<file path="src/inc/pmta_defines.vh">
/*
 * constants for the program memory table access block: register offsets,
 * field positions, reset values, mode and operation codes, timing counts.
 * assumes nothing; definitions only.
 */
`ifndef PMTA_DEFINES_VH
`define PMTA_DEFINES_VH

// ****************************************
// register offsets (4-bit register index)
// ****************************************
`define PMTA_OFS_PTR_LOW    4'h0
`define PMTA_OFS_PTR_HIGH   4'h1
`define PMTA_OFS_CONTROL    4'h2
`define PMTA_OFS_STATUS     4'h3
`define PMTA_OFS_RLATCH_LOW 4'h4
`define PMTA_OFS_RLATCH_HI  4'h5
`define PMTA_OFS_WLATCH_LOW 4'h6
`define PMTA_OFS_WLATCH_HI  4'h7

// ****************************************
// control fields and reset values
// ****************************************
`define PMTA_CTL_MODE_MSB   1
`define PMTA_CTL_MODE_LSB   0
`define PMTA_CTL_RESET      2'h2
`define PMTA_PTR_RESET      16'h0000

// ****************************************
// memory modes
// ****************************************
`define PMTA_MODE_MICROPROC 2'h0
`define PMTA_MODE_EXT_MCU   2'h1
`define PMTA_MODE_MCU       2'h2
`define PMTA_MODE_PROT_MCU  2'h3

// ****************************************
// table operations on the command port
// ****************************************
`define PMTA_OP_LATCH_LOAD  2'h0
`define PMTA_OP_WRITE_PROG  2'h1
`define PMTA_OP_LATCH_READ  2'h2
`define PMTA_OP_READ_FETCH  2'h3

// ****************************************
// timing
// ****************************************
`define PMTA_WRITE_CYCLES   2
`define PMTA_SYNC_STAGES    2

`endif

</file>
<file path="src/pmta_word_latch.v">
/*
 * one 16-bit table latch, loadable a byte at a time or as a whole word.
 * assumes load_byte and load_word are never high together.
 */
`timescale 1ns/1ps
`default_nettype none

module pmta_word_latch #(
	parameter WIDTH = 16
) (
	// clock and reset
	input  wire             mclk,
	input  wire             resetn,
	// byte load
	input  wire             load_byte,
	input  wire             load_hi,
	input  wire [WIDTH/2-1:0] byte_in,
	// word load
	input  wire             load_word,
	input  wire [WIDTH-1:0] word_in,
	// contents
	output wire [WIDTH-1:0] word_out
);

	reg [WIDTH-1:0] word_reg;

	assign word_out = word_reg;

	always @(posedge mclk or negedge resetn) begin
		if (!resetn) begin
			word_reg <= {WIDTH{1'b0}};
		end else if (load_word) begin
			word_reg <= word_in;
		end else if (load_byte) begin
			if (load_hi) begin
				word_reg[WIDTH-1:WIDTH/2] <= byte_in;
			end else begin
				word_reg[WIDTH/2-1:0] <= byte_in;
			end
		end
	end

endmodule // pmta_word_latch

`default_nettype wire

</file>
<file path="src/pmta_core.v">
/*
 * program memory table access: moves words between the 8-bit data side and
 * the 16-bit program memory, internal or external.
 * assumes commands come from core logic on mclk, external read data on pins,
 * and an internal program memory answering one cycle after int_re.
 */
// The address-and-strobe port and the register offsets are this design's own decisions.
// Behaviour
// - external table write takes two cycles, data driven in the second
// - external write follows the same step order as an internal write
// - increment operand set: pointer plus one after the write
// - read-and-fetch returns high read latch byte, reloads latch, maybe increments
// - external accesses use separate read and write latches
// - gated-off interrupt during external write: write done, top flag cleared
// - write-and-program loads source byte into latch, writes whole latch
// - increment operand zero leaves pointer unchanged
// - external memory only in microprocessor or extended microcontroller mode
`timescale 1ns/1ps
`default_nettype none
`include "pmta_defines.vh"

module pmta_core #(
	parameter NUM_IRQ = 3
) (
	// clock and reset
	input  wire               mclk,
	input  wire               resetn,
	// register port
	input  wire [3:0]         reg_addr,
	input  wire [7:0]         reg_wdata,
	input  wire               reg_wr,
	input  wire               reg_rd,
	output reg  [7:0]         reg_rdata,
	// table instruction port
	input  wire               cmd_valid,
	input  wire [1:0]         cmd_op,
	input  wire               cmd_byte_hi,
	input  wire               cmd_inc,
	input  wire [7:0]         cmd_src,
	output reg                cmd_busy,
	output reg                res_valid,
	output reg  [7:0]         res_data,
	// interrupt interaction
	input  wire               global_vector_disable,
	input  wire [NUM_IRQ-1:0] irq_enable,
	input  wire [NUM_IRQ-1:0] irq_flag,
	output reg  [NUM_IRQ-1:0] irq_flag_clear,
	// external program memory bus
	output reg  [15:0]        ext_addr,
	output reg  [15:0]        ext_wdata,
	output reg                ext_we,
	output reg                ext_re,
	input  wire [15:0]        ext_rdata,
	// internal program memory
	output reg  [15:0]        int_addr,
	output reg  [15:0]        int_wdata,
	output reg                int_we,
	output reg                int_re,
	input  wire [15:0]        int_rdata
);

	// ****************************************
	// state
	// ****************************************
	localparam ST_IDLE  = 3'h0;
	localparam ST_WRITE = 3'h1;
	localparam ST_RD_A  = 3'h2;
	localparam ST_RD_B  = 3'h3;
	localparam ST_RD_C  = 3'h4;

	reg  [2:0]  state_reg;
	reg  [15:0] pointer_reg;
	reg  [1:0]  mode_reg;
	reg         inc_reg;
	reg         is_ext_reg;
	reg  [15:0] rsync1_reg;
	reg  [15:0] rsync2_reg;
	reg  [15:0] int_hold_reg;
	wire [15:0] rlatch_word;
	wire [15:0] wlatch_word;

	wire ext_mode = (mode_reg == `PMTA_MODE_MICROPROC) ||
			(mode_reg == `PMTA_MODE_EXT_MCU);
	wire take     = cmd_valid && (state_reg == ST_IDLE);
	wire do_load  = take && (cmd_op == `PMTA_OP_LATCH_LOAD);
	wire do_write = take && (cmd_op == `PMTA_OP_WRITE_PROG);
	wire do_lread = take && (cmd_op == `PMTA_OP_LATCH_READ);
	wire do_fetch = take && (cmd_op == `PMTA_OP_READ_FETCH);
	wire fetched  = (state_reg == ST_RD_C);
	wire [15:0] fetch_word = is_ext_reg ? rsync2_reg : int_hold_reg;

	// highest priority pending source is the lowest index
	reg [NUM_IRQ-1:0] irq_pick;
	integer i;
	always @* begin
		irq_pick = {NUM_IRQ{1'b0}};
		for (i = NUM_IRQ - 1; i >= 0; i = i - 1) begin
			if (irq_flag[i] && irq_enable[i]) begin
				irq_pick = {NUM_IRQ{1'b0}};
				irq_pick[i] = 1'b1;
			end
		end
	end

	// ****************************************
	// table latches
	// ****************************************
	// with external memory the two latches are kept apart; internally a read
	// reloads the write latch too and a byte load reaches both, so they act
	// as one latch
	pmta_word_latch #(.WIDTH(16)) u_write_latch (
		.mclk      (mclk),
		.resetn    (resetn),
		.load_byte (do_load || do_write),
		.load_hi   (cmd_byte_hi),
		.byte_in   (cmd_src),
		.load_word (fetched && !is_ext_reg),
		.word_in   (fetch_word),
		.word_out  (wlatch_word)
	);

	pmta_word_latch #(.WIDTH(16)) u_read_latch (
		.mclk      (mclk),
		.resetn    (resetn),
		.load_byte ((do_load || do_write) && !ext_mode),
		.load_hi   (cmd_byte_hi),
		.byte_in   (cmd_src),
		.load_word (fetched),
		.word_in   (fetch_word),
		.word_out  (rlatch_word)
	);

	// ****************************************
	// external read data synchroniser
	// ****************************************
	always @(posedge mclk or negedge resetn) begin
		if (!resetn) begin
			rsync1_reg   <= 16'h0000;
			rsync2_reg   <= 16'h0000;
			int_hold_reg <= 16'h0000;
		end else begin
			rsync1_reg   <= ext_rdata;
			rsync2_reg   <= rsync1_reg;
			int_hold_reg <= int_rdata;
		end
	end

	// ****************************************
	// sequencer
	// ****************************************
	always @(posedge mclk or negedge resetn) begin
		if (!resetn) begin
			state_reg      <= ST_IDLE;
			pointer_reg    <= `PMTA_PTR_RESET;
			mode_reg       <= `PMTA_CTL_RESET;
			inc_reg        <= 1'b0;
			is_ext_reg     <= 1'b0;
			cmd_busy       <= 1'b0;
			res_valid      <= 1'b0;
			res_data       <= 8'h00;
			irq_flag_clear <= {NUM_IRQ{1'b0}};
			ext_addr       <= 16'h0000;
			ext_wdata      <= 16'h0000;
			ext_we         <= 1'b0;
			ext_re         <= 1'b0;
			int_addr       <= 16'h0000;
			int_wdata      <= 16'h0000;
			int_we         <= 1'b0;
			int_re         <= 1'b0;
		end else begin
			res_valid      <= 1'b0;
			irq_flag_clear <= {NUM_IRQ{1'b0}};
			ext_we         <= 1'b0;
			ext_re         <= 1'b0;
			int_we         <= 1'b0;
			int_re         <= 1'b0;
			// pointer and mode writes are ignored while an access is running
			if (reg_wr && state_reg == ST_IDLE && !take) begin
				if (reg_addr == `PMTA_OFS_PTR_LOW) begin
					pointer_reg[7:0] <= reg_wdata;
				end else if (reg_addr == `PMTA_OFS_PTR_HIGH) begin
					pointer_reg[15:8] <= reg_wdata;
				end else if (reg_addr == `PMTA_OFS_CONTROL) begin
					mode_reg <= reg_wdata[`PMTA_CTL_MODE_MSB:`PMTA_CTL_MODE_LSB];
				end
			end
			case (state_reg)
			ST_IDLE: begin
				inc_reg    <= cmd_inc;
				is_ext_reg <= ext_mode;
				if (do_write) begin
					// whole latch, with the new byte merged in, goes out next cycle
					ext_addr  <= pointer_reg;
					int_addr  <= pointer_reg;
					ext_wdata <= cmd_byte_hi ? {cmd_src, wlatch_word[7:0]} :
							{wlatch_word[15:8], cmd_src};
					int_wdata <= cmd_byte_hi ? {cmd_src, wlatch_word[7:0]} :
							{wlatch_word[15:8], cmd_src};
					ext_we    <= ext_mode;
					int_we    <= !ext_mode;
					cmd_busy  <= 1'b1;
					state_reg <= ST_WRITE;
					if (ext_mode && global_vector_disable) begin
						irq_flag_clear <= irq_pick;
					end
				end else if (do_fetch) begin
					res_data  <= rlatch_word[15:8];
					res_valid <= 1'b1;
					ext_addr  <= pointer_reg;
					int_addr  <= pointer_reg;
					ext_re    <= ext_mode;
					int_re    <= !ext_mode;
					cmd_busy  <= 1'b1;
					state_reg <= ST_RD_A;
				end else if (do_lread) begin
					res_data  <= cmd_byte_hi ? rlatch_word[15:8] : rlatch_word[7:0];
					res_valid <= 1'b1;
				end
			end
			ST_WRITE: begin
				if (inc_reg) begin
					pointer_reg <= pointer_reg + 16'h0001;
				end
				cmd_busy  <= 1'b0;
				state_reg <= ST_IDLE;
			end
			ST_RD_A: begin
				state_reg <= ST_RD_B;
			end
			ST_RD_B: begin
				state_reg <= ST_RD_C;
			end
			ST_RD_C: begin
				if (inc_reg) begin
					pointer_reg <= pointer_reg + 16'h0001;
				end
				cmd_busy  <= 1'b0;
				state_reg <= ST_IDLE;
			end
			default: begin
				cmd_busy  <= 1'b0;
				state_reg <= ST_IDLE;
			end
			endcase
		end
	end

	// ****************************************
	// register read port
	// ****************************************
	always @(posedge mclk or negedge resetn) begin
		if (!resetn) begin
			reg_rdata <= 8'h00;
		end else if (reg_rd) begin
			if (reg_addr == `PMTA_OFS_PTR_LOW) begin
				reg_rdata <= pointer_reg[7:0];
			end else if (reg_addr == `PMTA_OFS_PTR_HIGH) begin
				reg_rdata <= pointer_reg[15:8];
			end else if (reg_addr == `PMTA_OFS_CONTROL) begin
				reg_rdata <= {6'h00, mode_reg};
			end else if (reg_addr == `PMTA_OFS_STATUS) begin
				reg_rdata <= {5'h00, state_reg != ST_IDLE, ext_mode, is_ext_reg};
			end else if (reg_addr == `PMTA_OFS_RLATCH_LOW) begin
				reg_rdata <= rlatch_word[7:0];
			end else if (reg_addr == `PMTA_OFS_RLATCH_HI) begin
				reg_rdata <= rlatch_word[15:8];
			end else if (reg_addr == `PMTA_OFS_WLATCH_LOW) begin
				reg_rdata <= wlatch_word[7:0];
			end else if (reg_addr == `PMTA_OFS_WLATCH_HI) begin
				reg_rdata <= wlatch_word[15:8];
			end else begin
				reg_rdata <= 8'h00;
			end
		end else begin
			reg_rdata <= 8'h00;
		end
	end

endmodule // pmta_core

`default_nettype wire

</file>
<file path="config.mk">
export PLATFORM = sky130hd
export DESIGN_NAME = pmta_core
export DESIGN_NICKNAME = d
export VERILOG_FILES = /design/src/pmta_word_latch.v /design/src/pmta_core.v
export VERILOG_INCLUDE_DIRS = /design/src /design/src/inc
export SDC_FILE = /design/constraint.sdc
export NUM_CORES = 1
export LEC_CHECK = 0
export ABC_AREA = 1
export ABC_CLOCK_PERIOD_IN_PS = 1500
export BUFFER_PORTS_ARGS = -buffer_cell sky130_fd_sc_hd__buf_2
export CAP_MARGIN = 30
export CORE_UTILIZATION = 45
export CTS_CLUSTER_SIZE = 24
export DETAILED_ROUTE_END_ITERATION = 8
export GPL_ROUTABILITY_DRIVEN = 1
export PLACE_DENSITY_LB_ADDON = 0.12
export SYNTH_ARGS = -nofsm -noshare
export SYNTH_HDL_FRONTEND = slang
export SYNTH_SLANG_ARGS = --single-unit
</file>
<file path="constraint.sdc">
create_clock -name mclk -period 1.5 [get_ports mclk]
set_input_delay 0 -clock mclk [delete_from_list [all_inputs] [get_ports mclk]]
set_output_delay 0 -clock mclk [all_outputs]
set_load 0.05 [all_outputs]
</file>
Word-level counts from Yosys, hierarchy flattened
Cells that the tools add are included.
- mux-type cells: 54
- reductions and logical operators: 40
- bitwise operators: 4
- eq/ne operators: 18
- $add $sub $neg: 1
- operators with widths (kind ; number):
    two-way mux 16 bit ; 11
    two-way mux 8 bit ; 17
    two-way mux 3 bit ; 8
    adder 16 x 1 -> 16 bit (second input constant) ; 1
    equality test 4 x 3 -> 1 bit (second input constant) ; 4
    two-way mux 1 bit ; 16
    AND reduction 2 bit ; 7
    logical AND 1 bit ; 13
    nonzero test 2 bit ; 6
    one-hot mux 3 bit (3 select lines) ; 1
    equality test 4 x 2 -> 1 bit (second input constant) ; 2
    equality test 3 x 2 -> 1 bit (second input constant) ; 2
    equality test 2 x 1 -> 1 bit (second input constant) ; 2
    equality test 2 bit (second input constant) ; 2
    equality test 4 x 1 -> 1 bit (second input constant) ; 1
    logical NOT 2 bit ; 2
    logical NOT 4 bit ; 1
    != test 2 x 1 -> 1 bit (second input constant) ; 2
    NOT 1 bit ; 4
    AND reduction 4 bit ; 1
    OR reduction 2 bit ; 2
    equality test 3 x 1 -> 1 bit (second input constant) ; 1
    equality test 3 bit (second input constant) ; 1
    logical NOT 1 bit ; 3
    other kinds (6) ; 7
- flip-flop bits (word level): 160

Logic depth before layout (Yosys ltp)
Gate-level depths: netlist (run 1).
- depth after elaboration: 10
- mapped depth: 11
- mapped depth without buffers: 11

Modules after synthesis
From an unflattened synthesis (run 1), not the netlist that was laid out.
- cells, all modules: 935
- area total of the unflattened synthesis: 7588.5 sq um
- by module, submodules not included (module ; instances ; area each (sq um) ; cells each ; seq. area each (sq um)):
    pmta_core ; 1 ; 5794.3 ; 689 ; 3204.3
    pmta_word_latch ; 2 ; 897.1 ; 123 ; 400.4

Worst setup path before layout (run 1)
OpenSTA, ideal clock, no wires.
- kind: register to register
- start point: reg pointer_reg[0]
- end point: reg pointer_reg[14]
- library setup time: 0.113 ns
- required time: 1.387 ns
- arrival: 1.356 ns
- setup slack: 0.031 ns
- stages on the path, launching flop included: 11
- path buffers: 0
- cells stage by stage: dfrtp_1 > ha_1 > nand2_1 > nor2_1 > nand2_1 > nor2_1 > nand2_1 > nand2_1 > nand3_1 > nand2_1 > inv_1
- cells in the longest elaborated chain, start to end: 3
- RTL lines (item ; RTL line ; text):
    start: declaration ; pmta_core.v:72 ; reg [15:0] pointer_reg;
    start signal: assignment ; pmta_core.v:154 ; pointer_reg <= `PMTA_PTR_RESET;
    start signal: assignment ; pmta_core.v:180 ; pointer_reg[7:0] <= reg_wdata;
    start signal: assignment ; pmta_core.v:222 ; pointer_reg <= pointer_reg + 16'h0001;
    adder 16 x 1 -> 16 bit ; pmta_core.v:222, pmta_core.v:235 ;
    two-way mux 16 bit ; pmta_core.v:221, pmta_core.v:234 ;
    two-way mux 16 bit ; -- ;
No other way between the ends.
A chain may end at the register's enable or synchronous reset.

Worst setup path after layout (run 1)
- start point: reg state_reg[1]
- end point: reg int_wdata[4]
- cells in the longest elaborated chain, start to end: 4
- RTL lines (item ; RTL line ; text):
    start: declaration ; pmta_core.v:71 ; reg [2:0] state_reg;
    start signal: assignment ; pmta_core.v:153 ; state_reg <= ST_IDLE;
    start signal: assignment ; pmta_core.v:202 ; state_reg <= ST_WRITE;
    start signal: assignment ; pmta_core.v:214 ; state_reg <= ST_RD_A;
    logical NOT 3 bit (*) ; pmta_core.v:84, pmta_core.v:187 ;
    logical AND 1 bit ; pmta_core.v:84 ; wire take = cmd_valid && (state_reg == ST_IDLE);
    logical AND 1 bit ; pmta_core.v:86 ; wire do_write = take && (cmd_op == `PMTA_OP_WRITE_PROG);
    AND reduction 2 bit (no line) (*) ; -- ;
    end signal: assignment ; pmta_core.v:197 ; int_wdata <= cmd_byte_hi ? {cmd_src, wlatch_word[7:0]} :
    end: declaration ; pmta_core.v:56 ; output reg [15:0] int_wdata,
Every way passes the cells marked *; elsewhere a longest branch is shown, timed or not.

==> flow_metrics.env, run 1 <==
export IMPL_syn_inst=827
export IMPL_drt_met1_wl_um=9390
export IMPL_ys_types=35
export IMPL_num_vias=6659
export IMPL_min_period_ns=1.61
export IMPL_initial_utilization=0.468
export IMPL_criticalPathCategory="reg2reg"
export IMPL_routed_wl_met2_um=9910
export IMPL_synth_seq_cells=160
export IMPL_pwr_share_seq=0.335
export IMPL_dp_cells=1193
export IMPL_cp_common_cell="nor2_8"
export IMPL_setup_violations=72
export IMPL_cts_tree="done"
export IMPL_p_per_area_mw_per_mm2=2030
export IMPL_synthArstFlopShare=1.00
export IMPL_timing_rr_end="int_wdata[4]$_DFFE_PN0P_"
export IMPL_cts_sinks=160
export IMPL_p_int_w=0.0108
export IMPL_area_growth_pct=40.9
export IMPL_layout_nets=1150
export IMPL_seq_area_frac_synth=0.554
export IMPL_start_kind="flip-flop"
export IMPL_arrival_ns=1.96
export IMPL_rows=45
export IMPL_top_layer_used="met5"
export IMPL_die_area_mm2=0.0166
export IMPL_synth_top_cell_by_area="dfrtp_1"
export IMPL_antenna_found_initial=2
export IMPL_synthTopCellsByArea="dfrtp_1 55%, nand2_1 12%, nand3_1 5.3%, o21ai_0 4.6%, buf_4 4.3%"
export IMPL_numCtsBuffers=17
export IMPL_stdcell_count=1306
export IMPL_synth_most_common_cell="nand2_1"
export IMPL_clkLatencyLatePin_ns=0.42
export IMPL_endpoint_kind="flip-flop"
export IMPL_overflow=0
export IMPL_rsz0062_at_grt="yes"
export IMPL_wl_met3_um=1360
export IMPL_viasPerCell=5.10
export IMPL_synth_top_area_frac=0.551
export IMPL_r2r_start="state_reg[1]$_DFFE_PN0P_"
export IMPL_synthTopCellsByCount="240 x nand2_1, 159 x dfrtp_1, 76 x nand3_1"
export IMPL_grt_total_usage=0.256
export IMPL_ios=157
export IMPL_slowest_delay_ns=0.41
export IMPL_drive_above_1_share=0.338
export IMPL_cp_startpoint="state_reg[1]$_DFFE_PN0P_"
export IMPL_regToRegSetupSlack_ns=-0.11
export IMPL_hold_viol=0
export IMPL_dp_hpwl_um=14500
export IMPL_fin_setup_tns_ns=-4.31
export IMPL_clock_fmax_mhz=621
export IMPL_grt_start_max_net_pins=51
export IMPL_path_depth=8
export IMPL_max_slew_margin=0.701
export IMPL_rr_worst_depth=8
export IMPL_synth_edf_count=0
export IMPL_fin_util=0.660
export IMPL_grt_pass1_wl_um=32000
export IMPL_path_cells="nor2_4 > nand2_4 > nor2_8 > nand2_8 > nor2_8 > clkbuf_16 > nor2_2 > a31oi_1"
export IMPL_cp_num_buf_inv=1
export IMPL_maxCapViolCount=0
export IMPL_slowest_stage="dfrtp_1"
export IMPL_status="complete, but fails checks"
export IMPL_drt_initial_drc_count=630
export IMPL_h_tree_depth=4
export IMPL_power_frac_comb=0.463
export IMPL_power_switching_w=0.00982
export IMPL_clk_pin_slew_ns=0.07
export IMPL_routed_wl_um=21000
export IMPL_violations="setup timing"
export IMPL_crit_fanout=8
export IMPL_cp_required_ns=1.85
export IMPL_ctsLongestPathBuffers=2
export IMPL_wl_per_cell_um=16.1
export IMPL_drc=0
export IMPL_ys_flop_type="dfrtp_1"
export IMPL_tightestPinTransition_ns=0.448
export IMPL_die_w_um=129
export IMPL_drt_first_pass_iters=5
export IMPL_synth_fp_nets=896
export IMPL_coreArea_mm2=0.0154
export IMPL_p_clk_frac=0.201
export IMPL_crit_family="simple AND/OR/NAND/NOR gates"
export IMPL_p_leak_nw=5.17
export IMPL_peakVddDrop_v=0.00136
export IMPL_swShare=0.476
export IMPL_io_buffer_count=156
export IMPL_skew_ns=0.00771
export IMPL_grt_pass1_vias=6067
export IMPL_die_y_um=129
export IMPL_clockRootBuffer="clkbuf_16"
export IMPL_routabilityCongestion=0.898
export IMPL_hold_path_class="in2async"
export IMPL_yosys_warnings=0
export IMPL_syn_avg_cell_area_um2=8.74
export IMPL_finalCritPeriodShare=1.07
export IMPL_final_setup_worst_slack_ns=-0.109
export IMPL_ant_nets=0
export IMPL_worstSetupEndpoint="int_wdata[4]$_DFFE_PN0P_"
export IMPL_num_fill_cells=1289
export IMPL_syn_area_mm2=0.00723
export IMPL_drv_slew=0
## worst min path at each step
stage,startpoint,endpoint,slack [ns],cells after the start
floorplan,resetn,cmd_busy$_DFFE_PN0P_,-0.30,0
global placement,resetn,irq_flag_clear[1]$_DFF_PN0_,-0.06,1
detailed placement,resetn,int_wdata[8]$_DFFE_PN0P_,-0.06,1
CTS,reg_wr,mode_reg[1]$_DFFE_PN1P_,0.003,5
global route,resetn,irq_flag_clear[1]$_DFF_PN0_,0.07,2
finish,resetn,irq_flag_clear[1]$_DFF_PN0_,0.05,2
## power groups by stage
stage,Sequential (W),Clock [W],Combinational [W]
finish,0.00691,0.00415,0.00956
floorplan,0.00863,0,0.00477
detailed placement,0.00688,0,0.00859
CTS,0.00683,0.00423,0.00897
global placement,0.00686,0,0.00855
global route,0.00707,0.00441,0.0102
## worst reg2reg max path, cell delays in order, from the launching register on
cell and delay [ns]:
dfrtp_1 0.41, nor2_4 0.19, nand2_4 0.11, nor2_8 0.16, nand2_8 0.10, nor2_8 0.19, clkbuf_16 0.21, nor2_2 0.04
a31oi_1 0.13
## stage by stage
step	hold slack, ns	power [W]	area (um2)	worst slack (ns)
after floorplan	-0.296	0.0134	7230	0.0308
after global placement	-0.0640	0.0154	8400	-0.0597
after detailed placement	-0.0645	0.0155	8400	-0.0955
after CTS	0.00324	0.0200	9780	-0.0756
after global routing	0.0715	0.0217	10200	-0.209
final	0.0513	0.0206	10200	-0.109
## kinds of logic after synthesis
family                   Yosys count  share of synthesized area
flip-flops                       160                      0.554
buffers and inverters            130                     0.0935
adder cells (fa/ha/maj)            1                    0.00173
AO/OA/AOI/OAI                    140                      0.105
AND/OR/NAND/NOR                  392                      0.240
XOR/XNOR                           4                    0.00485
## final cells by class
cell class	instances	area, um2	share of cell area
sequential	160	4010	0.394
timing repair buffer	294	2190	0.215
tap	211	264	0.0259
multi-input combinational	539	2880	0.283
clock buffer	19	453	0.0445
clock inverter	13	116	0.0114
antenna	1	2.50	0.000246
inverter	69	272	0.0267
## layout by cell type, fill, tap and decap left out, drive strengths merged, types with 2 or more instances in the layout
cell	count
clkinvlp	2
dlygate4sd3	60
a31oi	17
inv	76
clkbuf	22
nor2	54
o21ai	78
o211ai	6
nand3	77
a21oi	29
nand4	6
clkinv	4
buf	231
a22oi	2
dfrtp	159
o22ai	8
nor3	5
xor2	3
nand2	250
## repair_timing
item,CTS,global route
cloned,3,5
hold endpoints to repair,254,0
setup buffers,4,8
hold buffers,60,0
setup endpoints to repair,86,95
resized for setup,35,94
pin swaps,5,14
## routing by layer
| layer | GRT usage | vias up |
|---|---|---|
| met5 | 0 | - |
| met4 | 0.0920 | 2 |
| met3 | 0.0416 | 33 |
| met2 | 0.409 | 272 |
| met1 | 0.356 | 3161 |
| li1 | - | 3191 |
(Power assumes the default switching activity.)
==> run 2, diff against run 1 <==
--- a/config.mk
+++ b/config.mk
@@ -14,6 +14,7 @@
 export CTS_CLUSTER_SIZE = 24
 export DETAILED_ROUTE_END_ITERATION = 8
 export GPL_ROUTABILITY_DRIVEN = 1
+export GPL_TIMING_DRIVEN = 0
 export PLACE_DENSITY_LB_ADDON = 0.12
 export SYNTH_ARGS = -nofsm -noshare
 export SYNTH_HDL_FRONTEND = slang
==> run 2 against run 1 <==
  * The run still ends with setup timing left
  * Critical path depth grew 1
  * Largest cell class unchanged
  * Global-route usage is 0.71 points higher
  * Die area is the same
==> flow_metrics.env, run 2 (synthesis gave the netlist of run 1 again) <==
export IMPL_drt_first_pass_iters=5
export IMPL_ant_nets=0
export IMPL_whs_ns=0.102
export IMPL_grt_start_max_net_pins=102
export IMPL_final_cell_area_mm2=0.0105
export IMPL_peakVddDrop_v=0.00134
export IMPL_cp_required_ns=1.87
export IMPL_overflow=0
export IMPL_io_buffer_count=155
export IMPL_dpl_instance_area_mm2=0.00830
export IMPL_fin_util=0.684
export IMPL_antenna_found_initial=0
export IMPL_coreArea_mm2=0.0154
export IMPL_setup_violations=95
export IMPL_num_fill_cells=1222
export IMPL_grt_total_usage=0.264
export IMPL_endpoint_kind="flip-flop"
export IMPL_start_kind="flip-flop"
export IMPL_drt_initial_drc_count=571
export IMPL_drc=0
export IMPL_hold_viol=0
export IMPL_status="complete, but fails checks"
export IMPL_max_slew_margin=0.619
export IMPL_ios=157
export IMPL_ctsLongestPathBuffers=2
export IMPL_area_growth_pct=46.0
export IMPL_arrival_ns=2.06
export IMPL_maxCapViolCount=0
export IMPL_crit_fanout=8
export IMPL_mostFrequentLayoutCells="205 x nand2_1, 159 x buf_2, 157 x dfrtp_1"
export IMPL_multi_input_area_mm2=0.00301
export IMPL_initial_utilization=0.468
export IMPL_clk_pin_slew_ns=0.07
export IMPL_regArea_mm2=0.00401
export IMPL_skew_ns=0.00970
export IMPL_routed_wl_um=21600
export IMPL_layout_commonest_cell="nand2_1"
export IMPL_die_y_um=129
export IMPL_drv_slew=0
export IMPL_die_w_um=129
export IMPL_violations="setup timing"
export IMPL_rows=45
export IMPL_wl_per_cell_um=16.1
export IMPL_cts_sinks=160
export IMPL_die_area_mm2=0.0166
export IMPL_clkLatencyLatePin_ns=0.43
export IMPL_viasPerCell=5.13
export IMPL_dp_hpwl_um=14300
export IMPL_final_setup_worst_slack_ns=-0.193
export IMPL_routabilityCongestion=0.885
export IMPL_rsz0062_at_grt="yes"
export IMPL_num_vias=6861
export IMPL_grt_pass1_vias=6402
export IMPL_p_leak_nw=5.32
export IMPL_clockRootBuffer="clkbuf_16"
export IMPL_numCtsBuffers=17
export IMPL_hold_path_class="in2async"
export IMPL_drive_above_1_share=0.380
export IMPL_p_per_area_mw_per_mm2=2020
export IMPL_finalCritPeriodShare=1.13
export IMPL_min_period_ns=1.69
export IMPL_tightestPinTransition_ns=0.572
export IMPL_grt_pass1_wl_um=32700
export IMPL_layout_nets=1181
export IMPL_criticalPathCategory="reg2reg"
export IMPL_clock_fmax_mhz=591
export IMPL_cts_tree="done"
export IMPL_h_tree_depth=4
run 2: changes by cell type in the layout (fill, tap and decap cells not counted), moves of 10 or more:
cell	delta
buf_6	+29
nand2_1	-10
o21ai_0	-21
o21ai_1	+15
run 2: timing repair:
| action | 4_1_cts | 5_1_grt |
|---|---|---|
| endpoints found under the setup margin | 96 | 96 |
| resized for setup | 128 | 106 |
| gates cloned | 7 | 6 |
| hold buffers | 61 | 0 |
| pin swaps | 19 | 30 |
| buffers inserted | 23 | 13 |
| hold endpoints to repair | 150 | 0 |
run 2: power breakdown:
part | switching, W | internal (W)
logic | 0.00689 | 0.00327
clock network | 0.00182 | 0.00235
registers | 0.00129 | 0.00569
total | 0.0100 | 0.0113
run 2: layer usage:
layer / vias up / share of wire / track usage
met1: 3272 / 0.43 / 0.355
met3: 50 / 0.060 / 0.0491
met2: 297 / 0.48 / 0.422
met5: - / 0 / 0
li1: 3242 / - / -
met4: 0 / 0.027 / 0.107
run 2: critical path, stage by stage (launching register included):
cell and delay (ns):
dfrtp_1 0.43, nor2_4 0.20, nand2_4 0.11, nor2_8 0.18
nand2_8 0.11, nor2_8 0.19, buf_8 0.16, buf_4 0.12
inv_4 0.03, nor2_1 0.08
run 2: through the flow:
step           worst slack, ns  setup TNS (ns)  instances  power, W
2_1_floorplan           0.0308               0        827    0.0134
3_3_place_gp             -1.94         -316.96       1193    0.0156
3_5_place_dp            -0.296          -11.20       1194    0.0157
4_1_cts                 -0.144           -7.65       1317    0.0207
5_1_grt                 -0.277          -19.72       1336    0.0224
6_report                -0.193          -11.34       1337    0.0213
run 2: cell type report:
cell class                      instances  share of cell area
Sequential cell                       160               0.380
Buffer                                 61              0.0499
Timing Repair Buffer                  265               0.180
Tap cell                              211              0.0250
Inverter                               69              0.0253
Multi-Input combinational cell        538               0.286
Clock inverter                         13              0.0122
Clock buffer                           19              0.0420
Antenna cell                            1            0.000237
run 2: worst paths after layout:
check                                    startpoint                           to  slack [ns]  depth (start not counted)
setup / recovery           state_reg[0]$_DFFE_PN0P_             int_we$_DFF_PN0_       -0.19                          9
hold / removal                               resetn  irq_flag_clear[2]$_DFF_PN0_        0.10                          2
setup reg to reg           state_reg[0]$_DFFE_PN0P_             int_we$_DFF_PN0_       -0.19                          9
hold reg to reg            rsync1_reg[12]$_DFF_PN0_     rsync2_reg[12]$_DFF_PN0_        0.34                          0
max in group asynchronous                    resetn     int_wdata[2]$_DFFE_PN0P_        0.51                          3
min in group mclk                         cmd_valid  irq_flag_clear[0]$_DFF_PN0_        0.10                          5
==> run 3, diff against run 2 <==
--- a/config.mk
+++ b/config.mk
@@ -8,7 +8,7 @@
 export LEC_CHECK = 0
 export ABC_AREA = 1
 export ABC_CLOCK_PERIOD_IN_PS = 1500
-export BUFFER_PORTS_ARGS = -buffer_cell sky130_fd_sc_hd__buf_2
+export BUFFER_PORTS_ARGS = -buffer_cell sky130_fd_sc_hd__buf_4
 export CAP_MARGIN = 30
 export CORE_UTILIZATION = 45
 export CTS_CLUSTER_SIZE = 24
@@ -19,3 +19,4 @@
 export SYNTH_ARGS = -nofsm -noshare
 export SYNTH_HDL_FRONTEND = slang
 export SYNTH_SLANG_ARGS = --single-unit
+export TNS_END_PERCENT = 1
==> run 3 against run 2 <==
  * The run still ends with setup timing left
  * First-iteration DRC count fell by 21%
  * Fmax down 0.14%
  * Sequential share of layout area up 1.2 points
  * Flip-flop and latch count is the same
  * Global-route usage down 0.18 points
  * Sequential power is 1% lower
  * Wire length fell by 4.0%
  * Clock skew fell by 0.0019 ns
  * Critical endpoint is now pointer_reg[14]$_DFF_PN0_
==> flow_metrics.env, run 3 (synthesis gave the netlist of run 1 again) <==
export IMPL_violations="setup timing"
export IMPL_overflow=0
export IMPL_start_kind="flip-flop"
export IMPL_drv_slew=0
export IMPL_die_y_um=129
export IMPL_endpoint_kind="flip-flop"
export IMPL_initial_utilization=0.468
export IMPL_slowest_delay_ns=0.42
export IMPL_dp_hpwl_um=14500
export IMPL_clkLatencyLatePin_ns=0.43
export IMPL_max_slew_margin=0.658
export IMPL_ant_nets=0
export IMPL_die_area_mm2=0.0166
export IMPL_grt_total_usage=0.262
export IMPL_p_per_area_mw_per_mm2=2080
export IMPL_setup_violations=88
export IMPL_power_frac_comb=0.476
export IMPL_rsz0062_at_grt="yes"
export IMPL_rr_worst_depth=9
export IMPL_h_tree_depth=4
export IMPL_path_cells="buf_4 > o21ai_1 > o21ai_2 > nor2_4 > inv_2 > buf_2 > o211ai_1 > nand2_1 > inv_1"
export IMPL_drive_above_1_share=0.289
export IMPL_timing_rr_end="pointer_reg[14]$_DFF_PN0_"
export IMPL_p_leak_nw=5.12
export IMPL_crit_family="compound AO/OA/AOI/OAI gates"
export IMPL_p_int_w=0.0115
export IMPL_p_clk_frac=0.199
export IMPL_routabilityCongestion=0.897
export IMPL_ctsLongestPathBuffers=2
export IMPL_die_w_um=129
export IMPL_drt_first_pass_iters=5
export IMPL_min_period_ns=1.70
export IMPL_layout_commonest_cell="nand2_1"
export IMPL_drt_initial_drc_count=451
export IMPL_num_vias=6624
export IMPL_layout_nets=1150
export IMPL_wl_per_cell_um=15.9
export IMPL_regToRegSetupSlack_ns=-0.20
export IMPL_clockRootBuffer="clkbuf_16"
export IMPL_drc=0
export IMPL_ios=157
export IMPL_cp_num_buf_inv=4
export IMPL_clock_fmax_mhz=590
export IMPL_cts_sinks=160
export IMPL_mostFrequentLayoutCells="233 x nand2_1, 206 x buf_4, 158 x dfrtp_1"
export IMPL_area_growth_pct=41.3
export IMPL_io_buffer_count=155
export IMPL_antenna_found_initial=0
export IMPL_clk_pin_slew_ns=0.06
export IMPL_place_ws_ns=-0.276
export IMPL_finalPower_w=0.0212
export IMPL_viasPerCell=5.08
export IMPL_power_switching_w=0.00970
export IMPL_arrival_ns=2.07
export IMPL_routed_wl_um=20700
export IMPL_crit_fanout=5
export IMPL_min_to="mode_reg[1]$_DFFE_PN1P_"
export IMPL_min_from="reg_wr"
export IMPL_criticalPathCategory="reg2reg"
export IMPL_swShare=0.457
export IMPL_grt_pass1_vias=6276
export IMPL_skew_ns=0.00776
export IMPL_grt_start_max_net_pins=102
export IMPL_rows=45
export IMPL_hold_viol=0
export IMPL_status="complete, but fails checks"
export IMPL_cts_tree="done"
export IMPL_slowest_stage="dfrtp_1"
export IMPL_min_path_cells=5
export IMPL_finalCritPeriodShare=1.13
export IMPL_hold_path_class="in2reg"
export IMPL_final_setup_worst_slack_ns=-0.195
export IMPL_tightestPinTransition_ns=0.514
export IMPL_coreArea_mm2=0.0154
export IMPL_numCtsBuffers=17
export IMPL_maxCapViolCount=0
export IMPL_grt_pass1_wl_um=32500
export IMPL_cp_required_ns=1.87
export IMPL_pwr_share_seq=0.326
export IMPL_antenna_cells=0
export IMPL_peakVddDrop_v=0.00127
export IMPL_r2r_start="state_reg[1]$_DFFE_PN0P_"
==> run 3: cell count changes in the layout (fill, tap and decap cells not counted), sizes merged <==
cell      delta
clkbuf       -1
clkinv       -2
inv          +1
diode        -1
clkinvlp     +1
nand2        -1
buf         -29
==> run 3: worst max path at each step <==
stage	from	endpoint	slack, ns	depth (start not counted)
floorplan	pointer_reg[0]$_DFF_PN0_	pointer_reg[14]$_DFF_PN0_	0.03	10
global placement	resetn	rsync1_reg[7]$_DFF_PN0_	-0.41	1
detailed placement	pointer_reg[0]$_DFF_PN0_	pointer_reg[14]$_DFF_PN0_	-0.28	10
CTS	state_reg[0]$_DFFE_PN0P_	u_read_latch.word_out[11]$_DFFE_PN0P_	-0.16	10
global route	state_reg[1]$_DFFE_PN0P_	pointer_reg[9]$_DFF_PN0_	-0.29	9
finish	state_reg[1]$_DFFE_PN0P_	pointer_reg[14]$_DFF_PN0_	-0.20	9
==> run 3: power groups by stage <==
stage	Sequential, W	Clock, W	Combinational (W)
6_report	0.00690	0.00421	0.0101
4_1_cts	0.00687	0.00424	0.00979
3_3_place_gp	0.00690	0	0.00936
3_5_place_dp	0.00694	0	0.00947
2_1_floorplan	0.00863	0	0.00477
5_1_grt	0.00708	0.00444	0.0108
==> run 3: layout make-up <==
cell class	count	area, um2
fill	1341	5220
inverter	69	259
clock inverter	13	130
buffer	61	480
multi-input combinational	537	2680
sequential	160	4010
timing repair buffer	235	1950
tap	211	264
clock buffer	19	443
==> run 3: metrics by stage <==
stage	TNS, ns	hold slack (ns)	area [um2]	cells	utilization
finish	-9.29	0.0624	10200	1305	0.662
global route	-17.95	0.101	10200	1305	0.662
CTS	-6.95	0.0352	10000	1292	0.649
detailed placement	-10.20	-0.0419	8690	1194	0.563
global placement	-71.52	0.109	8650	1193	0.561
floorplan	0	-0.296	7230	827	-
==> run 3: timing repair <==
action / CTS / global route
gates resized for setup: 35 / 38
buffers inserted: 5 / 10
hold buffers: 61 / 0
pin swaps: 4 / 13
cloned: 0 / 3
endpoints found under the setup margin: 96 / 96
hold endpoints to repair: 160 / 0
==> run 3: metal layers <==
| layer | share of wire | global-route usage |
|---|---|---|
| met5 | 0 | 0 |
| met4 | 0.025 | 0.106 |
| met3 | 0.061 | 0.0449 |
| met2 | 0.48 | 0.427 |
| met1 | 0.44 | 0.349 |
==> run 3: worst min-delay path: cells and delay by family <==
| family | cells | cell delay [ns] |
|---|---|---|
| AO/OA/AOI/OAI | 1 | 0.09 |
| buffers and inverters | 1 | 0.11 |
| AND/OR/NAND/NOR | 3 | 0.29 |
